`src/nfc_pkg.sv`:
```
// Package for the byte-mode NOR flash command host: codes, addresses,
// timing and the structs that carry requests and bus pins.
// Assumes a 20 MHz core clock and an asynchronous x8 flash bus.
`default_nettype none
package nfc_pkg;
  localparam int unsigned CLK_MHZ = 20;
  // Bus cycle phase lengths
  localparam int unsigned T_SETUP_NS = 50;
  localparam int unsigned T_PULSE_NS = 70;
  localparam int unsigned T_RD_NS = 100;
  function automatic logic [3:0] ns2cyc(input int unsigned ns);
    int unsigned c;
    c = (ns * CLK_MHZ + 999) / 1000;
    if (c == 0) c = 1;
    return c[3:0];
  endfunction
  localparam logic [3:0] SETUP_CYC = ns2cyc(T_SETUP_NS);
  localparam logic [3:0] PULSE_CYC = ns2cyc(T_PULSE_NS);
  localparam logic [3:0] RD_CYC = ns2cyc(T_RD_NS);
  // Pin register, two input flops and one spare cycle: a read strobe is
  // stretched by this much so the sampled byte was driven under it
  localparam logic [3:0] RD_LAG_CYC = 4'h4;
  // Write buffer page is 256 bytes
  localparam int unsigned PAGE_SHIFT = 8;

  localparam int AW = 22;
  localparam logic [AW-1:0] ADDR_AAA = 22'h000AAA;
  localparam logic [AW-1:0] ADDR_555 = 22'h000555;
  localparam logic [AW-1:0] ADDR_AA = 22'h0000AA;
  localparam logic [AW-1:0] ADDR_ZERO = 22'h000000;
  localparam logic [AW-1:0] ADDR_CONT4 = 22'h5554AB;
  localparam logic [AW-1:0] ADDR_CONT5 = 22'h2AAB54;
  localparam logic [AW-1:0] ADDR_BIT_ONE = 22'h000002;

  localparam logic [7:0] D_UNLOCK1 = 8'hAA;
  localparam logic [7:0] D_UNLOCK2 = 8'h55;
  localparam logic [7:0] D_SECURE_ENTRY = 8'h88;
  localparam logic [7:0] D_PROGRAM = 8'hA0;
  localparam logic [7:0] D_BUF_LOAD = 8'h25;
  localparam logic [7:0] D_BUF_CONFIRM = 8'h29;
  localparam logic [7:0] D_RESET = 8'hF0;
  localparam logic [7:0] D_RESET_ALT = 8'hFF;
  localparam logic [7:0] D_EXIT1 = 8'h90;
  localparam logic [7:0] D_ZERO = 8'h00;
  localparam logic [7:0] D_SUSPEND = 8'h51;
  localparam logic [7:0] D_RESUME = 8'h50;
  localparam logic [7:0] D_QUERY = 8'h98;
  localparam logic [7:0] D_CONT1 = 8'h71;
  localparam logic [7:0] D_CONT2 = 8'h70;
  localparam logic [7:0] D_ECC_ENTRY = 8'h75;
  localparam logic [7:0] D_AUTOSEL = 8'h90;
  localparam logic [8:0] MAX_SEQ_CYC = 9'h105;
  localparam logic [7:0] MAX_LOAD_COUNT = 8'hFF;
  localparam logic [4:0] SEQ_LEN = 5'h07;

  typedef enum logic [3:0] {
    NFC_OP_SUSPEND, NFC_OP_RESUME, NFC_OP_SECURE_ENTER, NFC_OP_SECURE_EXIT,
    NFC_OP_WORD_PROG, NFC_OP_BUF_PROG, NFC_OP_BUF_ABORT, NFC_OP_RESET,
    NFC_OP_QUERY, NFC_OP_QUERY_EXIT, NFC_OP_CONTINUITY, NFC_OP_ECC_ENTER,
    NFC_OP_READ, NFC_OP_STATUS_READ, NFC_OP_AUTOSEL_ID
  } nfc_op_t;

  typedef struct packed {
    nfc_op_t op;
    logic [AW-1:0] addr;
    logic [7:0] data;
    logic hi_half;
  } nfc_req_t;

  typedef struct packed {
    logic is_read;
    logic [AW-1:0] addr;
    logic [7:0] data;
  } nfc_cyc_t;

  typedef struct packed {
    logic [AW-1:0] addr;
    logic [7:0] dq_out;
    logic dq_oe;
    logic ce_n;
    logic we_n;
    logic oe_n;
  } nfc_pins_t;
endpackage
`default_nettype wire

```
`src/nfc_bus_cycle.sv`:
```
// One asynchronous x8 bus cycle, write or read, timed in core clocks.
// Assumes the flash data pins are already synchronised by the caller.
`default_nettype none
module nfc_bus_cycle (
  // Clock and reset
  input wire logic core_clk,
  input wire logic rst_n,
  // Cycle request
  input wire logic start,
  input wire nfc_pkg::nfc_cyc_t cyc,
  output logic busy,
  output logic done,
  output logic [7:0] rd_data,
  // Flash pins
  input wire logic [7:0] dq_in_sync,
  output nfc_pkg::nfc_pins_t pins
);
  typedef enum logic [1:0] {NFC_BC_IDLE, NFC_BC_SETUP, NFC_BC_PULSE,
    NFC_BC_HOLD} nfc_bc_state_t;
  typedef struct packed {
    nfc_bc_state_t st;
    logic [3:0] cnt;
    nfc_pkg::nfc_cyc_t cyc;
    logic done;
    logic [7:0] rd;
    nfc_pkg::nfc_pins_t pins;
  } nfc_bc_t;

  nfc_bc_t s_q, s_d;

  always_comb begin
    s_d = s_q;
    s_d.done = 1'b0;
    unique case (s_q.st)
      NFC_BC_IDLE: begin
        if (start) begin
          s_d.cyc = cyc;
          s_d.st = NFC_BC_SETUP;
          s_d.cnt = nfc_pkg::SETUP_CYC;
          s_d.pins.addr = cyc.addr;
          s_d.pins.dq_out = cyc.data;
          s_d.pins.dq_oe = !cyc.is_read;
          s_d.pins.ce_n = 1'b0;
        end
      end
      NFC_BC_SETUP: begin
        if (s_q.cnt <= 4'h1) begin
          s_d.st = NFC_BC_PULSE;
          // Without the lag the sample would see the bus before the strobe
          s_d.cnt = s_q.cyc.is_read ?
            4'(nfc_pkg::RD_CYC + nfc_pkg::RD_LAG_CYC) : nfc_pkg::PULSE_CYC;
          s_d.pins.we_n = s_q.cyc.is_read;
          s_d.pins.oe_n = !s_q.cyc.is_read;
        end else begin
          s_d.cnt = s_q.cnt - 4'h1;
        end
      end
      NFC_BC_PULSE: begin
        if (s_q.cnt <= 4'h1) begin
          // Data sampled before OE# rises so the bus is still driven
          if (s_q.cyc.is_read) s_d.rd = dq_in_sync;
          s_d.pins.we_n = 1'b1;
          s_d.pins.oe_n = 1'b1;
          s_d.st = NFC_BC_HOLD;
          s_d.cnt = nfc_pkg::SETUP_CYC;
        end else begin
          s_d.cnt = s_q.cnt - 4'h1;
        end
      end
      NFC_BC_HOLD: begin
        if (s_q.cnt <= 4'h1) begin
          s_d.pins.ce_n = 1'b1;
          s_d.pins.dq_oe = 1'b0;
          s_d.st = NFC_BC_IDLE;
          s_d.done = 1'b1;
        end else begin
          s_d.cnt = s_q.cnt - 4'h1;
        end
      end
    endcase
  end

  always_ff @(posedge core_clk or negedge rst_n) begin
    if (!rst_n) begin
      s_q <= '{st: NFC_BC_IDLE, cnt: 4'h0, cyc: '0, done: 1'b0, rd: 8'h00,
        pins: '{addr: '0, dq_out: 8'h00, dq_oe: 1'b0, ce_n: 1'b1,
        we_n: 1'b1, oe_n: 1'b1}};
    end else begin
      s_q <= s_d;
    end
  end

  assign busy = (s_q.st != NFC_BC_IDLE);
  assign done = s_q.done;
  assign rd_data = s_q.rd;
  assign pins = s_q.pins;
endmodule
`default_nettype wire

```
`src/nfc_host.sv`:
```
// Host controller that issues x8 NOR flash command sequences on the pins.
// Assumes a single requester, one request at a time, and a flash that
// answers reads within the read pulse.
//
// Functional notes
// RL1 - 51 suspends, 50 resumes program, any address
// RL2 - Secure entry: AA/AAA, 55/555, 88/AAA
// RL3 - Secure overlay reads return secure contents
// RL4 - Secure word program: unlock, A0, data
// RL5 - Buffer program: unlock, 25, count, pairs, 29
// RL6 - Buffer sequence at most 261 cycles
// RL7 - Abort reset: AA, 55, F0 to AAA
// RL8 - Secure exit: unlock, 90/AAA, 00/any
// RL9 - F0 anywhere returns to read mode
// RL10 - Query 98 at AA; exit F0 or FF
// RL11 - Continuity check seven cycles with reads
// RL12 - ECC overlay entry: unlock then 75/AAA
// RL13 - ECC overlay reads return correction status
// RL14 - ECC overlay left by F0 anywhere
// RL15 - Upper address ignored on 555/AAA cycles
// RL16 - Address 21 to 11 don't care
// RL17 - Status byte half chosen by bit one
// RL18 - Autoselect fourth cycle read, ignore upper lanes
// RL19 - Device id needs three autoselect reads
// RL20 - Protect verify reads 00 or 01
// RL21 - Erase resume only while erase suspended
// RL22 - Erase suspend limits; suspend only sector erase
// RL23 - Load count is locations minus one
// RL24 - Buffer addresses stay in one page
// RL25 - Mismatched write abandons partial sequence
`default_nettype none
module nfc_host (
  // Clock and reset
  input wire logic core_clk,
  input wire logic rst_n,
  // Command port
  input wire logic req_valid,
  input wire nfc_pkg::nfc_req_t req,
  output logic req_ready,
  // Buffer data stream, one address/data pair per beat
  input wire logic buf_valid,
  input wire logic [nfc_pkg::AW-1:0] buf_addr,
  input wire logic [7:0] buf_data,
  output logic buf_ready,
  // Read answers
  output logic rd_valid,
  output logic [7:0] rd_data,
  output logic seq_error,
  // Flash pins
  output logic [nfc_pkg::AW-1:0] flash_addr,
  input wire logic [7:0] flash_dq_in,
  output logic [7:0] flash_dq_out,
  output logic flash_dq_oe,
  output logic flash_ce_n,
  output logic flash_we_n,
  output logic flash_oe_n
);
  typedef enum logic [2:0] {NFC_H_IDLE, NFC_H_ISSUE, NFC_H_WAIT,
    NFC_H_BUF, NFC_H_BUFWAIT, NFC_H_CONFIRM} nfc_h_state_t;
  typedef struct packed {
    nfc_h_state_t st;
    nfc_pkg::nfc_req_t req;
    logic [4:0] step;
    logic [4:0] len;
    logic [8:0] left;
    logic [7:0] dq_s1;
    logic [7:0] dq_s2;
    logic rd_valid;
    logic [7:0] rd;
    logic err;
    logic ready;
    logic buf_ready;
    logic suspended;
    nfc_pkg::nfc_pins_t pins;
  } nfc_h_t;

  nfc_h_t s_q, s_d;
  logic bc_start, bc_busy, bc_done;
  logic [7:0] bc_rd;
  nfc_pkg::nfc_cyc_t bc_cyc;
  nfc_pkg::nfc_pins_t pins;

  // Sequence table: cycle number of the current request
  function automatic nfc_pkg::nfc_cyc_t seq_cyc(input nfc_pkg::nfc_req_t r,
                                                input logic [4:0] k);
    nfc_pkg::nfc_cyc_t c;
    c = '{is_read: 1'b0, addr: nfc_pkg::ADDR_AAA, data: nfc_pkg::D_UNLOCK1};
    if (k == 5'h01) begin
      c.addr = nfc_pkg::ADDR_555; // RL15
      c.data = nfc_pkg::D_UNLOCK2;
    end
    unique case (r.op)
      nfc_pkg::NFC_OP_SUSPEND: c = '{1'b0, r.addr, nfc_pkg::D_SUSPEND}; // RL1
      nfc_pkg::NFC_OP_RESUME: c = '{1'b0, r.addr, nfc_pkg::D_RESUME}; // RL1
      nfc_pkg::NFC_OP_SECURE_ENTER:
        if (k == 5'h02) c.data = nfc_pkg::D_SECURE_ENTRY; // RL2
      nfc_pkg::NFC_OP_SECURE_EXIT: begin
        if (k == 5'h02) c.data = nfc_pkg::D_EXIT1; // RL8
        if (k == 5'h03) c = '{1'b0, r.addr, nfc_pkg::D_ZERO}; // RL8
      end
      nfc_pkg::NFC_OP_WORD_PROG: begin
        if (k == 5'h02) c.data = nfc_pkg::D_PROGRAM; // RL4
        if (k == 5'h03) c = '{1'b0, r.addr, r.data}; // RL4
      end
      nfc_pkg::NFC_OP_BUF_PROG: begin
        if (k == 5'h02) c = '{1'b0, r.addr, nfc_pkg::D_BUF_LOAD}; // RL5
        if (k == 5'h03) c = '{1'b0, r.addr, r.data}; // RL23
      end
      nfc_pkg::NFC_OP_BUF_ABORT:
        if (k == 5'h02) c.data = nfc_pkg::D_RESET; // RL7
      nfc_pkg::NFC_OP_RESET: c = '{1'b0, r.addr, nfc_pkg::D_RESET}; // RL9 RL14
      nfc_pkg::NFC_OP_QUERY:
        c = '{1'b0, nfc_pkg::ADDR_AA, nfc_pkg::D_QUERY}; // RL10
      nfc_pkg::NFC_OP_QUERY_EXIT:
        c = '{1'b0, r.addr, nfc_pkg::D_RESET_ALT}; // RL10 RL16
      nfc_pkg::NFC_OP_CONTINUITY: begin
        unique case (k) // RL11
          5'h00: c = '{1'b0, nfc_pkg::ADDR_AAA, nfc_pkg::D_CONT1};
          5'h01: c = '{1'b0, nfc_pkg::ADDR_AAA, nfc_pkg::D_CONT2};
          5'h03: c = '{1'b0, nfc_pkg::ADDR_CONT4, nfc_pkg::D_RESET_ALT};
          5'h04: c = '{1'b0, nfc_pkg::ADDR_CONT5, nfc_pkg::D_ZERO};
          5'h05: c = '{1'b0, nfc_pkg::ADDR_AAA, nfc_pkg::D_CONT2};
          default: c = '{1'b1, nfc_pkg::ADDR_ZERO, nfc_pkg::D_ZERO};
        endcase
      end
      nfc_pkg::NFC_OP_ECC_ENTER:
        if (k == 5'h02) c.data = nfc_pkg::D_ECC_ENTRY; // RL12
      nfc_pkg::NFC_OP_READ:
        c = '{1'b1, r.addr, nfc_pkg::D_ZERO}; // RL3 RL13 RL20
      nfc_pkg::NFC_OP_STATUS_READ: // RL17
        c = '{1'b1, r.hi_half ? (r.addr | nfc_pkg::ADDR_BIT_ONE)
              : (r.addr & ~nfc_pkg::ADDR_BIT_ONE), nfc_pkg::D_ZERO};
      nfc_pkg::NFC_OP_AUTOSEL_ID: begin
        if (k == 5'h02) c.data = nfc_pkg::D_AUTOSEL;
        if (k >= 5'h03) c = '{1'b1, r.addr, nfc_pkg::D_ZERO}; // RL18
      end
      default: c = '{1'b1, r.addr, nfc_pkg::D_ZERO};
    endcase
    return c;
  endfunction

  function automatic logic [4:0] seq_len(input nfc_pkg::nfc_op_t op);
    unique case (op)
      nfc_pkg::NFC_OP_SECURE_ENTER, nfc_pkg::NFC_OP_BUF_ABORT,
      nfc_pkg::NFC_OP_ECC_ENTER: return 5'h03;
      nfc_pkg::NFC_OP_SECURE_EXIT, nfc_pkg::NFC_OP_WORD_PROG,
      nfc_pkg::NFC_OP_BUF_PROG: return 5'h04;
      nfc_pkg::NFC_OP_AUTOSEL_ID: return 5'h06; // RL19
      nfc_pkg::NFC_OP_CONTINUITY: return nfc_pkg::SEQ_LEN;
      default: return 5'h01;
    endcase
  endfunction

  always_comb begin
    s_d = s_q;
    s_d.rd_valid = 1'b0;
    s_d.dq_s1 = flash_dq_in;
    s_d.dq_s2 = s_q.dq_s1;
    s_d.pins = pins;
    bc_start = 1'b0;
    bc_cyc = seq_cyc(s_q.req, s_q.step);
    unique case (s_q.st)
      NFC_H_IDLE: begin
        if (!s_q.ready) begin
          // A refused request drops ready for one cycle only
          s_d.ready = 1'b1;
        end else if (req_valid) begin
          s_d.req = req;
          s_d.step = 5'h00;
          s_d.len = seq_len(req.op);
          s_d.err = 1'b0;
          s_d.ready = 1'b0;
          // Load count is locations minus one, so beats = count + 1
          s_d.left = {1'b0, req.data} + 9'h001; // RL6 RL23
          // Reads and programs stay allowed while suspended
          if (req.op == nfc_pkg::NFC_OP_SUSPEND) begin
            s_d.suspended = 1'b1; // RL22
          end
          if (req.op == nfc_pkg::NFC_OP_BUF_PROG &&
              req.data > nfc_pkg::MAX_LOAD_COUNT) begin
            s_d.err = 1'b1; // RL6
          end else if (req.op == nfc_pkg::NFC_OP_RESUME &&
                       !s_q.suspended) begin
            // Nothing suspended: the resume never reaches the bus
            s_d.err = 1'b1; // RL21
          end else begin
            if (req.op == nfc_pkg::NFC_OP_RESUME) begin
              s_d.suspended = 1'b0; // RL21
            end
            s_d.st = NFC_H_ISSUE;
          end
        end
      end
      NFC_H_ISSUE: begin
        bc_start = 1'b1;
        s_d.st = NFC_H_WAIT;
      end
      NFC_H_WAIT: begin
        if (bc_done) begin
          if (bc_cyc.is_read) begin
            // Upper lanes absent in x8, so only the byte is returned
            s_d.rd = bc_rd; // RL18
            s_d.rd_valid = 1'b1;
          end
          if (s_q.step + 5'h01 >= s_q.len) begin
            if (s_q.req.op == nfc_pkg::NFC_OP_BUF_PROG) begin
              s_d.st = NFC_H_BUF;
              s_d.buf_ready = 1'b1;
            end else begin
              s_d.st = NFC_H_IDLE;
              s_d.ready = 1'b1;
            end
          end else begin
            s_d.step = s_q.step + 5'h01;
            s_d.st = NFC_H_ISSUE;
          end
        end
      end
      NFC_H_BUF: begin
        if (buf_valid) begin
          s_d.buf_ready = 1'b0;
          // Page check: a pair outside the start page aborts the load
          if ((buf_addr >> nfc_pkg::PAGE_SHIFT) !=
              (s_q.req.addr >> nfc_pkg::PAGE_SHIFT)) begin // RL24
            s_d.err = 1'b1;
            s_d.req.op = nfc_pkg::NFC_OP_BUF_ABORT; // RL7 RL25
            s_d.step = 5'h00;
            s_d.len = 5'h03;
            s_d.st = NFC_H_ISSUE;
          end else begin
            s_d.req.addr = buf_addr;
            s_d.req.data = buf_data;
            s_d.left = s_q.left - 9'h001;
            s_d.st = NFC_H_BUFWAIT;
          end
        end
      end
      NFC_H_BUFWAIT: begin
        bc_cyc = '{1'b0, s_q.req.addr, s_q.req.data}; // RL5
        if (!bc_busy && !bc_done) bc_start = 1'b1;
        if (bc_done) begin
          if (s_q.left == 9'h000) begin
            s_d.st = NFC_H_CONFIRM;
          end else begin
            s_d.st = NFC_H_BUF;
            s_d.buf_ready = 1'b1;
          end
        end
      end
      NFC_H_CONFIRM: begin
        bc_cyc = '{1'b0, s_q.req.addr, nfc_pkg::D_BUF_CONFIRM}; // RL5
        if (!bc_busy && !bc_done) bc_start = 1'b1;
        if (bc_done) begin
          s_d.st = NFC_H_IDLE;
          s_d.ready = 1'b1;
        end
      end
      default: s_d.st = NFC_H_IDLE;
    endcase
  end

  nfc_bus_cycle u_cycle (
    .core_clk(core_clk),
    .rst_n(rst_n),
    .start(bc_start),
    .cyc(bc_cyc),
    .busy(bc_busy),
    .done(bc_done),
    .rd_data(bc_rd),
    .dq_in_sync(s_q.dq_s2),
    .pins(pins)
  );

  always_ff @(posedge core_clk or negedge rst_n) begin
    if (!rst_n) begin
      s_q <= '{st: NFC_H_IDLE, req: '0, step: 5'h00, len: 5'h00,
        left: 9'h000, dq_s1: 8'h00, dq_s2: 8'h00, rd_valid: 1'b0,
        rd: 8'h00, err: 1'b0, ready: 1'b1, buf_ready: 1'b0,
        suspended: 1'b0, pins: '{addr: '0, dq_out: 8'h00, dq_oe: 1'b0,
        ce_n: 1'b1, we_n: 1'b1, oe_n: 1'b1}};
    end else begin
      s_q <= s_d;
    end
  end

  assign req_ready = s_q.ready;
  assign buf_ready = s_q.buf_ready;
  assign rd_valid = s_q.rd_valid;
  assign rd_data = s_q.rd;
  assign seq_error = s_q.err;
  assign flash_addr = s_q.pins.addr;
  assign flash_dq_out = s_q.pins.dq_out;
  assign flash_dq_oe = s_q.pins.dq_oe;
  assign flash_ce_n = s_q.pins.ce_n;
  assign flash_we_n = s_q.pins.we_n;
  assign flash_oe_n = s_q.pins.oe_n;
endmodule
`default_nettype wire

```
`config.mk`:
```
export PLATFORM = sky130hd
export DESIGN_NAME = nfc_host
export DESIGN_NICKNAME = d
export VERILOG_FILES = /design/src/nfc_pkg.sv /design/src/nfc_bus_cycle.sv /design/src/nfc_host.sv
export SDC_FILE = /design/constraint.sdc
export NUM_CORES = 1
export LEC_CHECK = 0
export BUFFER_PORTS_ARGS = -buffer_cell sky130_fd_sc_hd__buf_2
export CORE_MARGIN = 4
export CORE_UTILIZATION = 25
export DETAILED_ROUTE_END_ITERATION = 12
export PLACE_DENSITY = 0.45
export SYNTH_ARGS = -nofsm -noshare
export SYNTH_HDL_FRONTEND = slang
export SYNTH_HIERARCHICAL = 1
export SYNTH_SLANG_ARGS = --single-unit
```
`constraint.sdc`:
```
create_clock -name core_clk -period 5.3 [get_ports core_clk]
set_input_delay 0.265 -clock core_clk [delete_from_list [all_inputs] [get_ports core_clk]]
set_output_delay 0.265 -clock core_clk [all_outputs]
set_load 0.01 [all_outputs]
```
# [Word level (Yosys, flattened, before mapping)]
# Memories as Yosys holds them, arrays and structs flattened.
# Index checks and enable logic that the tools add are counted.
[word_totals] regBits=170 rom_bits=48 input_bits=77 output_inout_bits=46 elab_cells=212 mem_count=1
[op_classes] addsub=4 magnitude_cmp=4 eq_ne=49 n_mux=82 n_reduce_logical=39
[mem_list] name="(name not given)" depth=16 width=3 rd=1 rd_ports_with_merged_regs=0 wr=0 line_no="nfc_host.sv:143" source="unique case (op)"
[op_table] operator="$pmux W23 S9" n=1
[op_table] operator="$mux W30" n=5
[op_table] operator="$pmux W31 S4" n=1
[op_table] operator="$mux W57" n=2
[op_table] operator="$pmux W8 S13" n=1
[op_table] operator="$mux W37" n=2
[op_table] operator="$pmux W34 S2" n=1
[op_table] operator="$pmux W31 S2" n=1
[op_table] operator="$mux W8" n=5
[op_table] operator="$mux W9" n=4
[op_table] operator="$mux W31" n=1
[op_table] operator="$ne A2 B2 Y1 const B" n=14
[op_table] operator="$pmux W14 S2" n=1
[op_table] operator="$eq A4 B4 Y1 const B" n=6
[op_table] operator="$mux W2" n=12
[op_table] operator="$mux W3" n=8
[op_table] operator="$pmux W6 S4" n=1
[op_table] operator="$eq A4 B3 Y1 const B" n=5
[op_table] operator="$mux W20" n=1
[op_table] operator="$mux W1" n=19
[op_table] operator="$mux W19" n=1
[op_table] operator="$pmux W3 S6" n=1
[op_table] operator="$mux W4" n=4
[op_table] operator="$pmux W5 S3" n=1
[op_table] operator="other kinds (43)" n=80

# [Logic depth before layout (Yosys ltp)]
# Gate-level depths: netlist (run 1).
[depth] depth_word=9 ltp_mapped=11

# [Hierarchy]
# The synthesis (run 1) kept the hierarchy.
[modules_own_cells] mod="nfc_host" n_inst=1 cells_each=780 area_per_inst_um2=6998.0 seq_area_each_um2=2957.8
[modules_own_cells] mod="nfc_bus_cycle" n_inst=1 cells_each=208 area_per_inst_um2=2502.4 seq_area_each_um2=1255.0

# [Least setup slack after synthesis (run 1)]
# Ideal clock, no wire load.
[synth_path] path_kind="reg-to-reg" from="register s_q[77] (netlist name)" to="register u_cycle.s_q, in the netlist u_cycle/pins[13]" setup_ns=0.125 arrival_time_ns=2.426 required_time_ns=5.175 setup_slack_ns=2.749 stages_incl_launch_ff=11 n_path_buf=2 period_less_slack_ns=2.551 cell_sequence="dfrtp_1 ha_1 buf_2 or4b_4 buf_6 o221a_4 o21ai_4 o21ai_2 o31a_1 a2bb2oi_1 mux2_2"
[synth_lines] element="from (decl)" line_no="nfc_host.sv:77" source="nfc_h_t s_q, s_d;"
[synth_lines] element="from (signal assigned)" line_no="nfc_host.sv:276" source="s_q <= '{st: NFC_H_IDLE, req: '0, step: 5'h00, len: 5'h00,"
[synth_lines] element="to (signal assigned)" line_no="nfc_bus_cycle.sv:85" source="s_q <= '{st: NFC_BC_IDLE, cnt: 4'h0, cyc: '0, done: 1'b0, rd: 8'h00,"
[synth_lines] element="to (decl)" line_no="nfc_bus_cycle.sv:29" source="nfc_bc_t s_q, s_d;"

# [Worst setup path after layout (run 1)]
[layout_path] from="register s_q[103] (netlist name)" to="register s_q[105] (netlist name)"
[layout_between] elab_chain_cells=3
[layout_rtl] element="$ne A14 B14 Y1" line_no="nfc_host.sv:223" source="if ((buf_addr >> nfc_pkg::PAGE_SHIFT) !="
[layout_rtl] element="$ne A2 B2 Y1 (no source line)"
[layout_rtl] element="$reduce_and A5 Y1 (no source line)"
# Every way passes these cells.
# A chain may end at the register's enable or synchronous reset.

==> impl_metrics.ini, run 1 <==
[floorplanning]
fp.coreArea_um2 = 37600
num_rows = 71
die_x_um = 203
die_height_um = 203
io_pins = 123
initial_core_util_pct = 25.3
dieArea_um2 = 41200

[sta]
drv_slew = 0
final.setup_skew_ns = 0.0141
timing.slew.headroom_pct = 30.3
setup_tns_ns = 0
fin_crit_sh_pct = 61.7
period_minus_slack_ns = 3.27
hold_violations = 0
setup_viol = 0
timing.fmax_ghz = 0.306
rsz0062_at_grt = false
worst_pin_slew_ns = 1.04

[synth]
synthArstFlopShare_pct = 100
postSynthCellCount = 988
seq_area_frac_synth_pct = 44.3
synth_edf_count = 0
synth_warnings = 6
ys_ff_latch = 168
synth_flop_cell = dfrtp_1
syn_area_per_cell_um2 = 9.62
syn_area_um2 = 9500
syn_nets = 1081
synth.distinct_cells = 84

[placement]
io_buffers = 122
dp_hpwl_um = 21100
place.gp.congestion = 0.862
dpl_cell_area_um2 = 10000

[grt]
grt_start_max_net_pins = 74
grt-ovfl-total = 0
grt_pass1_wl_um = 45100
track_usage_pct = 13.8
first_global_vias = 7532
antenna_found_initial = 1

[flow_run]
maxCapViolations = 0

[routing]
drt_iter0_drc = 696
wl_per_cell_um = 18.7
drt_wl_total_um = 28700
viasPerCell = 4.94
drc = 0
first_pass_iters = 5
drt.antenna.violating_nets = 0
vias = 7588

[final_layout]
fin_nets = 1107
drive_gt1_share_pct = 23.1
antenna_cells = 0
fill_cells = 4056
design_area_um2 = 10700
mostFrequentLayoutCell = dfrtp_1
layout_common_cells = dfrtp_1, a21oi_1, buf_2
area_delta_synth_final_pct = 12.4

[critical_path]
path_cells = xor2_1 > nor4_1 > nand4_1 > o21ai_2 > buf_4 > and2_1 > buf_4 > a21oi_1
cp.required_ns = 5.61
cp_common_cell = buf_4
worst_setup_path_end_kind = register
crit_fanout = 41
critPathTopFamily = simple AND/OR/NAND/NOR gates
cp.arrival_ns = 3.58
path_class = reg -> reg
slowest_delay_ns = 0.79
crit_buf_inv = 2
crit_path_start_kind = register
cp_slowest_cell = and2_1

[power]
ir_worst_vdd_v = 0.000201
power.density_nw_per_um2 = 594
leakagePower_nw = 4.87

[cts]
cts_tree = yes
ctsHoldBuffers = 9
clockBufferDepth = 2
numCtsBuffers = 17
cts.sinks = 168
htreeDepth = 4
ctsResizeCount = 0
root_buffer = clkbuf_16
clk_latency_ns = 0.44
path_clk_slew_ns = 0.07
postCtsSetupRepairBufs = 0

[min_path]
hold_class = in -> reg

[outcome]
status = completed
final cells by class:
class                      instances  area, µm²  share of cell area, %
clock buffer                      20        437                   4.09
clock inverter                    10        124                   1.16
inverter                          30        113                   1.05
multi-input combinational        653       4340                   40.7
sequential                       168       4210                   39.5
tap                              511        639                   5.99
timing repair buffer             144        805                   7.54
tightest hold or removal path, cell delays in order:
cell	delay, ns
buf_2	0.10
nand2_1	0.05
a31oi_1	0.07
metal layers:
layer  wire, µm  GRT usage [%]  vias to the layer above
li1           -              -                     3524
met1      13600           19.6                     3751
met2      13000           21.7                      278
met3       1690           3.03                       33
met4        434           3.13                        2
met5         20              0                        -
path summary, 6_finish.rpt:
| kind | from | to | slack (ns) | depth (start not counted) |
|---|---|---|---|---|
| hold / removal | buf_data[6] | s_q[89] | 0.08 | 3 |
| max in group asynchronous | rst_n | s_q[69] | 3.66 | 3 |
| setup reg to reg | s_q[103] | s_q[105] | 2.03 | 8 |
| min in group asynchronous | rst_n | flash_dq_out[0] | 0.42 | 2 |
| hold reg to reg | s_d[47] | s_q[47] | 0.35 | 0 |
| setup / recovery | s_q[103] | s_q[105] | 2.03 | 8 |
cells by family after synthesis:
family / share of synthesized area (%)
muxes: 7.16
buffers and inverters: 10.2
DFF: 44.3
AOI/OAI and AO/OA: 19.8
adders and majority gates: 2.11
and+or+nand+nor: 14.3
xor gates and xnor gates: 2.03
synth_stat cells (15+ instances only):
library cell / count / area [µm²]
clkbuf_1: 34 / 128
a31oi_1: 15 / 93.8
inv_1: 27 / 101
nor3_1: 19 / 95.1
xor2_1: 18 / 158
ha_1: 16 / 200
mux2_2: 44 / 495
a21o_1: 16 / 120
dfrtp_1: 161 / 4030
a21oi_1: 131 / 656
o21ai_1: 19 / 95.1
nor2_1: 61 / 229
nand3_1: 19 / 95.1
nand2_1: 46 / 173
and3_1: 34 / 213
buf_4: 82 / 616
o21ai_0: 28 / 140
sequential cells by signal, indices dropped and copies added, names as in the netlist:
signal and flops:
s_q 64, u_cycle/pins 34, flash_addr 22, flash_dq_out 8, rd_data 8, s_d 8
u_cycle/rd_data 8, u_cycle/s_q 7, buf_ready 1, flash_ce_n 1, flash_dq_oe 1, flash_oe_n 1
flash_we_n 1, rd_valid 1, req_ready 1, seq_error 1, u_cycle/done 1
stage by stage:
| stage | hold WS, ns | power (mW) | instances | setup WS [ns] | utilization, % |
|---|---|---|---|---|---|
| 2_1_floorplan | -0.0306 | 4.48 | 988 | 2.75 | - |
| 3_3_place_gp | 0.320 | 5.15 | 1497 | 2.00 | 26.7 |
| 3_5_place_dp | 0.337 | 5.14 | 1497 | 1.99 | 26.7 |
| 4_1_cts | 0.0554 | 6.40 | 1536 | 1.98 | 28.4 |
| 5_1_grt | 0.0849 | 6.83 | 1536 | 1.71 | 28.4 |
| 6_report | 0.0799 | 6.34 | 1536 | 2.03 | 28.4 |
power breakdown:
part	total (mW)	internal [mW]	switching (mW)
clock network	1.22	0.692	0.524
logic	2.90	1.15	1.75
registers	2.22	1.79	0.432
total	6.34	3.63	2.71
(Power assumes the default switching activity.)
==> run 2: changes to the inputs <==
PLACE_DENSITY = 0.46   (was 0.45)
clock period = 2.72 ns   (was 5.3 ns; I/O delays follow)
==> run 2 against run 1 <==
  * Highest routed layer is now met4
  * Sequential share of layout area down 2.4 points
  * Clock power up 93%
  * Largest cell class unchanged
  * Register-to-register slack worse by 1.9 ns
  * Sequential cell count unchanged
  * Clock skew down 0.0024 ns
  * Count of clock-buffer cells in the layout down 2
  * Non-clock buffer count up 71
  * Via count up 2.0%
  * Maximum frequency up 27%
  * Final cell count up 4.8%
==> impl_metrics.ini, run 2 (same netlist as run 1, synthesis figures left out) <==
[final_layout]
layoutNonFillerInstCount = 1609
largest_register_ffs = 64
mostFrequentLayoutCell = dfrtp_1
fin_nets = 1178
multi_input_area_um2 = 4370
layout_common_cells = dfrtp_1, a21oi_1, buf_2
top_register = s_q
antenna_cells = 0
area_delta_synth_final_pct = 19.6
fill_cells = 3976
drive_gt1_share_pct = 28.1
seqCellArea_um2 = 4210

[routing]
route.met3.wl_um = 1470
wl_per_cell_um = 18.9
drt.antenna.violating_nets = 0
wl_met2_um = 13700
drt_wl_total_um = 30300
vias = 7740
drc = 0
drt_iter0_drc = 506
first_pass_iters = 5
viasPerCell = 4.81
route.layer.met1.wl_um = 14900
topRoutingLayerUsed = met4

[sta]
period_minus_slack_ns = 2.57
setup_tns_ns = 0
timing.fmax_ghz = 0.388
worst_pin_slew_ns = 0.599
rsz0062_at_grt = false
fin_crit_sh_pct = 94.6
final.setup_skew_ns = 0.0118
setup_viol = 0
drv_slew = 0
timing.slew.headroom_pct = 60.1
hold_violations = 0

[cts]
clk_latency_ns = 0.44
htreeDepth = 4
path_clk_slew_ns = 0.07
postCtsSetupRepairBufs = 0
cts.sinks = 168
clockBufferDepth = 2
numCtsBuffers = 17
root_buffer = clkbuf_16
cts_tree = yes

[power]
clockPowerShare_pct = 18.1
finalPower_mw = 13.0
leakagePower_nw = 5.25
power.internal_mw = 7.55
power.density_nw_per_um2 = 1150
ir_worst_vdd_v = 0.000419
p_sw_share_pct = 42.0
pwr-share-seq_pct = 32.6
p_sw_mw = 5.48
comb_power_share_pct = 49.3

[floorplanning]
io_pins = 123
dieArea_um2 = 41200
initial_core_util_pct = 25.3
die_height_um = 203
fp.coreArea_um2 = 37600
die_x_um = 203
num_rows = 71

[outcome]
status = completed

[critical_path]
path_class = reg -> reg
startpoint = s_q[78]
path_cells = ha_2 > or4b_4 > o221a_4 > o21ai_4 > o21ai_2 > o31a_1 > a2bb2oi_1 > mux2_2
worst_setup_path_end_kind = register
cp.arrival_ns = 2.89
cp.required_ns = 3.03
crit_path_start_kind = register
crit_fanout = 7
crit_end = u_cycle/pins[13]
cp_slowest_cell = or4b_4
worstRegToRegCells = 8
reg2reg_setup_slack_ns = 0.15
slowest_delay_ns = 0.53
rr_startpoint = s_q[78]
reg2reg_to = u_cycle/pins[13]

[flow_run]
maxCapViolations = 0

[placement]
dp_hpwl_um = 23000
io_buffers = 122
place.gp.congestion = 0.911
place_inst = 1559

[grt]
grt_start_max_net_pins = 63
antenna_found_initial = 0
grt_pass1_wl_um = 47600
first_global_vias = 7753
track_usage_pct = 14.7
grt-ovfl-total = 0

[min_path]
hold_class = in -> reg
==> run 2: cell types whose count changed in the layout (fill, tap and decap cells not counted), sizes merged <==
cell	previous run	this run
buf	135	197
bufinv	2	1
dlygate4sd3	9	18
clkinv	5	7
clkinvlp	2	4
clkbuf	20	18
inv	31	32
==> run 2: area by class of cell <==
class / count / share of cell area (%)
clock buffer: 18 / 3.87
clock inverter: 14 / 1.09
inverter: 30 / 0.991
multi-input combinational: 653 / 38.5
sequential: 168 / 37.1
tap: 511 / 5.63
timing repair buffer: 215 / 12.9
==> run 2: power by group through the flow <==
stage	Clock, mW	Sequential, mW	Combinational, mW
after floorplan	0	3.98	4.75
after global placement	0	4.28	6.43
after detailed placement	0	4.29	6.40
after CTS	2.43	4.25	6.45
after global routing	2.53	4.37	7.12
final	2.35	4.25	6.43
==> run 2: through the flow <==
step / hold slack [ns] / cell area, µm² / util, % / setup slack (ns)
5_1_grt: 0.0216 / 11400 / 30.2 / 0.0113
3_5_place_dp: 0.164 / 10600 / 28.2 / 0.0782
4_1_cts: 0.00168 / 11300 / 30.2 / 0.0577
6_report: 0.0206 / 11400 / 30.2 / 0.146
3_3_place_gp: 0.164 / 10600 / 28.2 / 0.0834
2_1_floorplan: -0.160 / 9500 / - / 0.169
==> run 2: critical path: cells and delay by family (launching register included) <==
family	cells	cell delay (ns)
AOI/OAI and AO/OA	5	0.96
and+or+nand+nor	1	0.53
DFF	1	0.45
adders and majority gates	1	0.27
muxes	1	0.26
==> run 2: worst min-delay path by stage <==
stage                      from               to  slack, ns  cells past startpoint
floorplan                 rst_n        buf_ready      -0.16                      0
global placement          rst_n  flash_dq_out[5]       0.16                      1
detailed placement        rst_n  flash_dq_out[5]       0.16                      1
CTS                 buf_data[4]          s_q[87]      0.002                      3
global route        buf_addr[5]          s_q[96]       0.02                      3
finish              buf_data[4]          s_q[87]       0.02                      3
==> run 2: layer usage <==
metal	up-vias	track usage, %
met5	-	0
met3	22	2.99
li1	3681	-
met1	3833	21.5
met2	204	22.5
met4	0	3.35
==> run 2: repair_timing <==
action	in CTS	in global routing
hold buffers	18	0
endpoints found under the hold margin	75	0
gates resized for setup	0	5
endpoints found under the setup margin	0	19
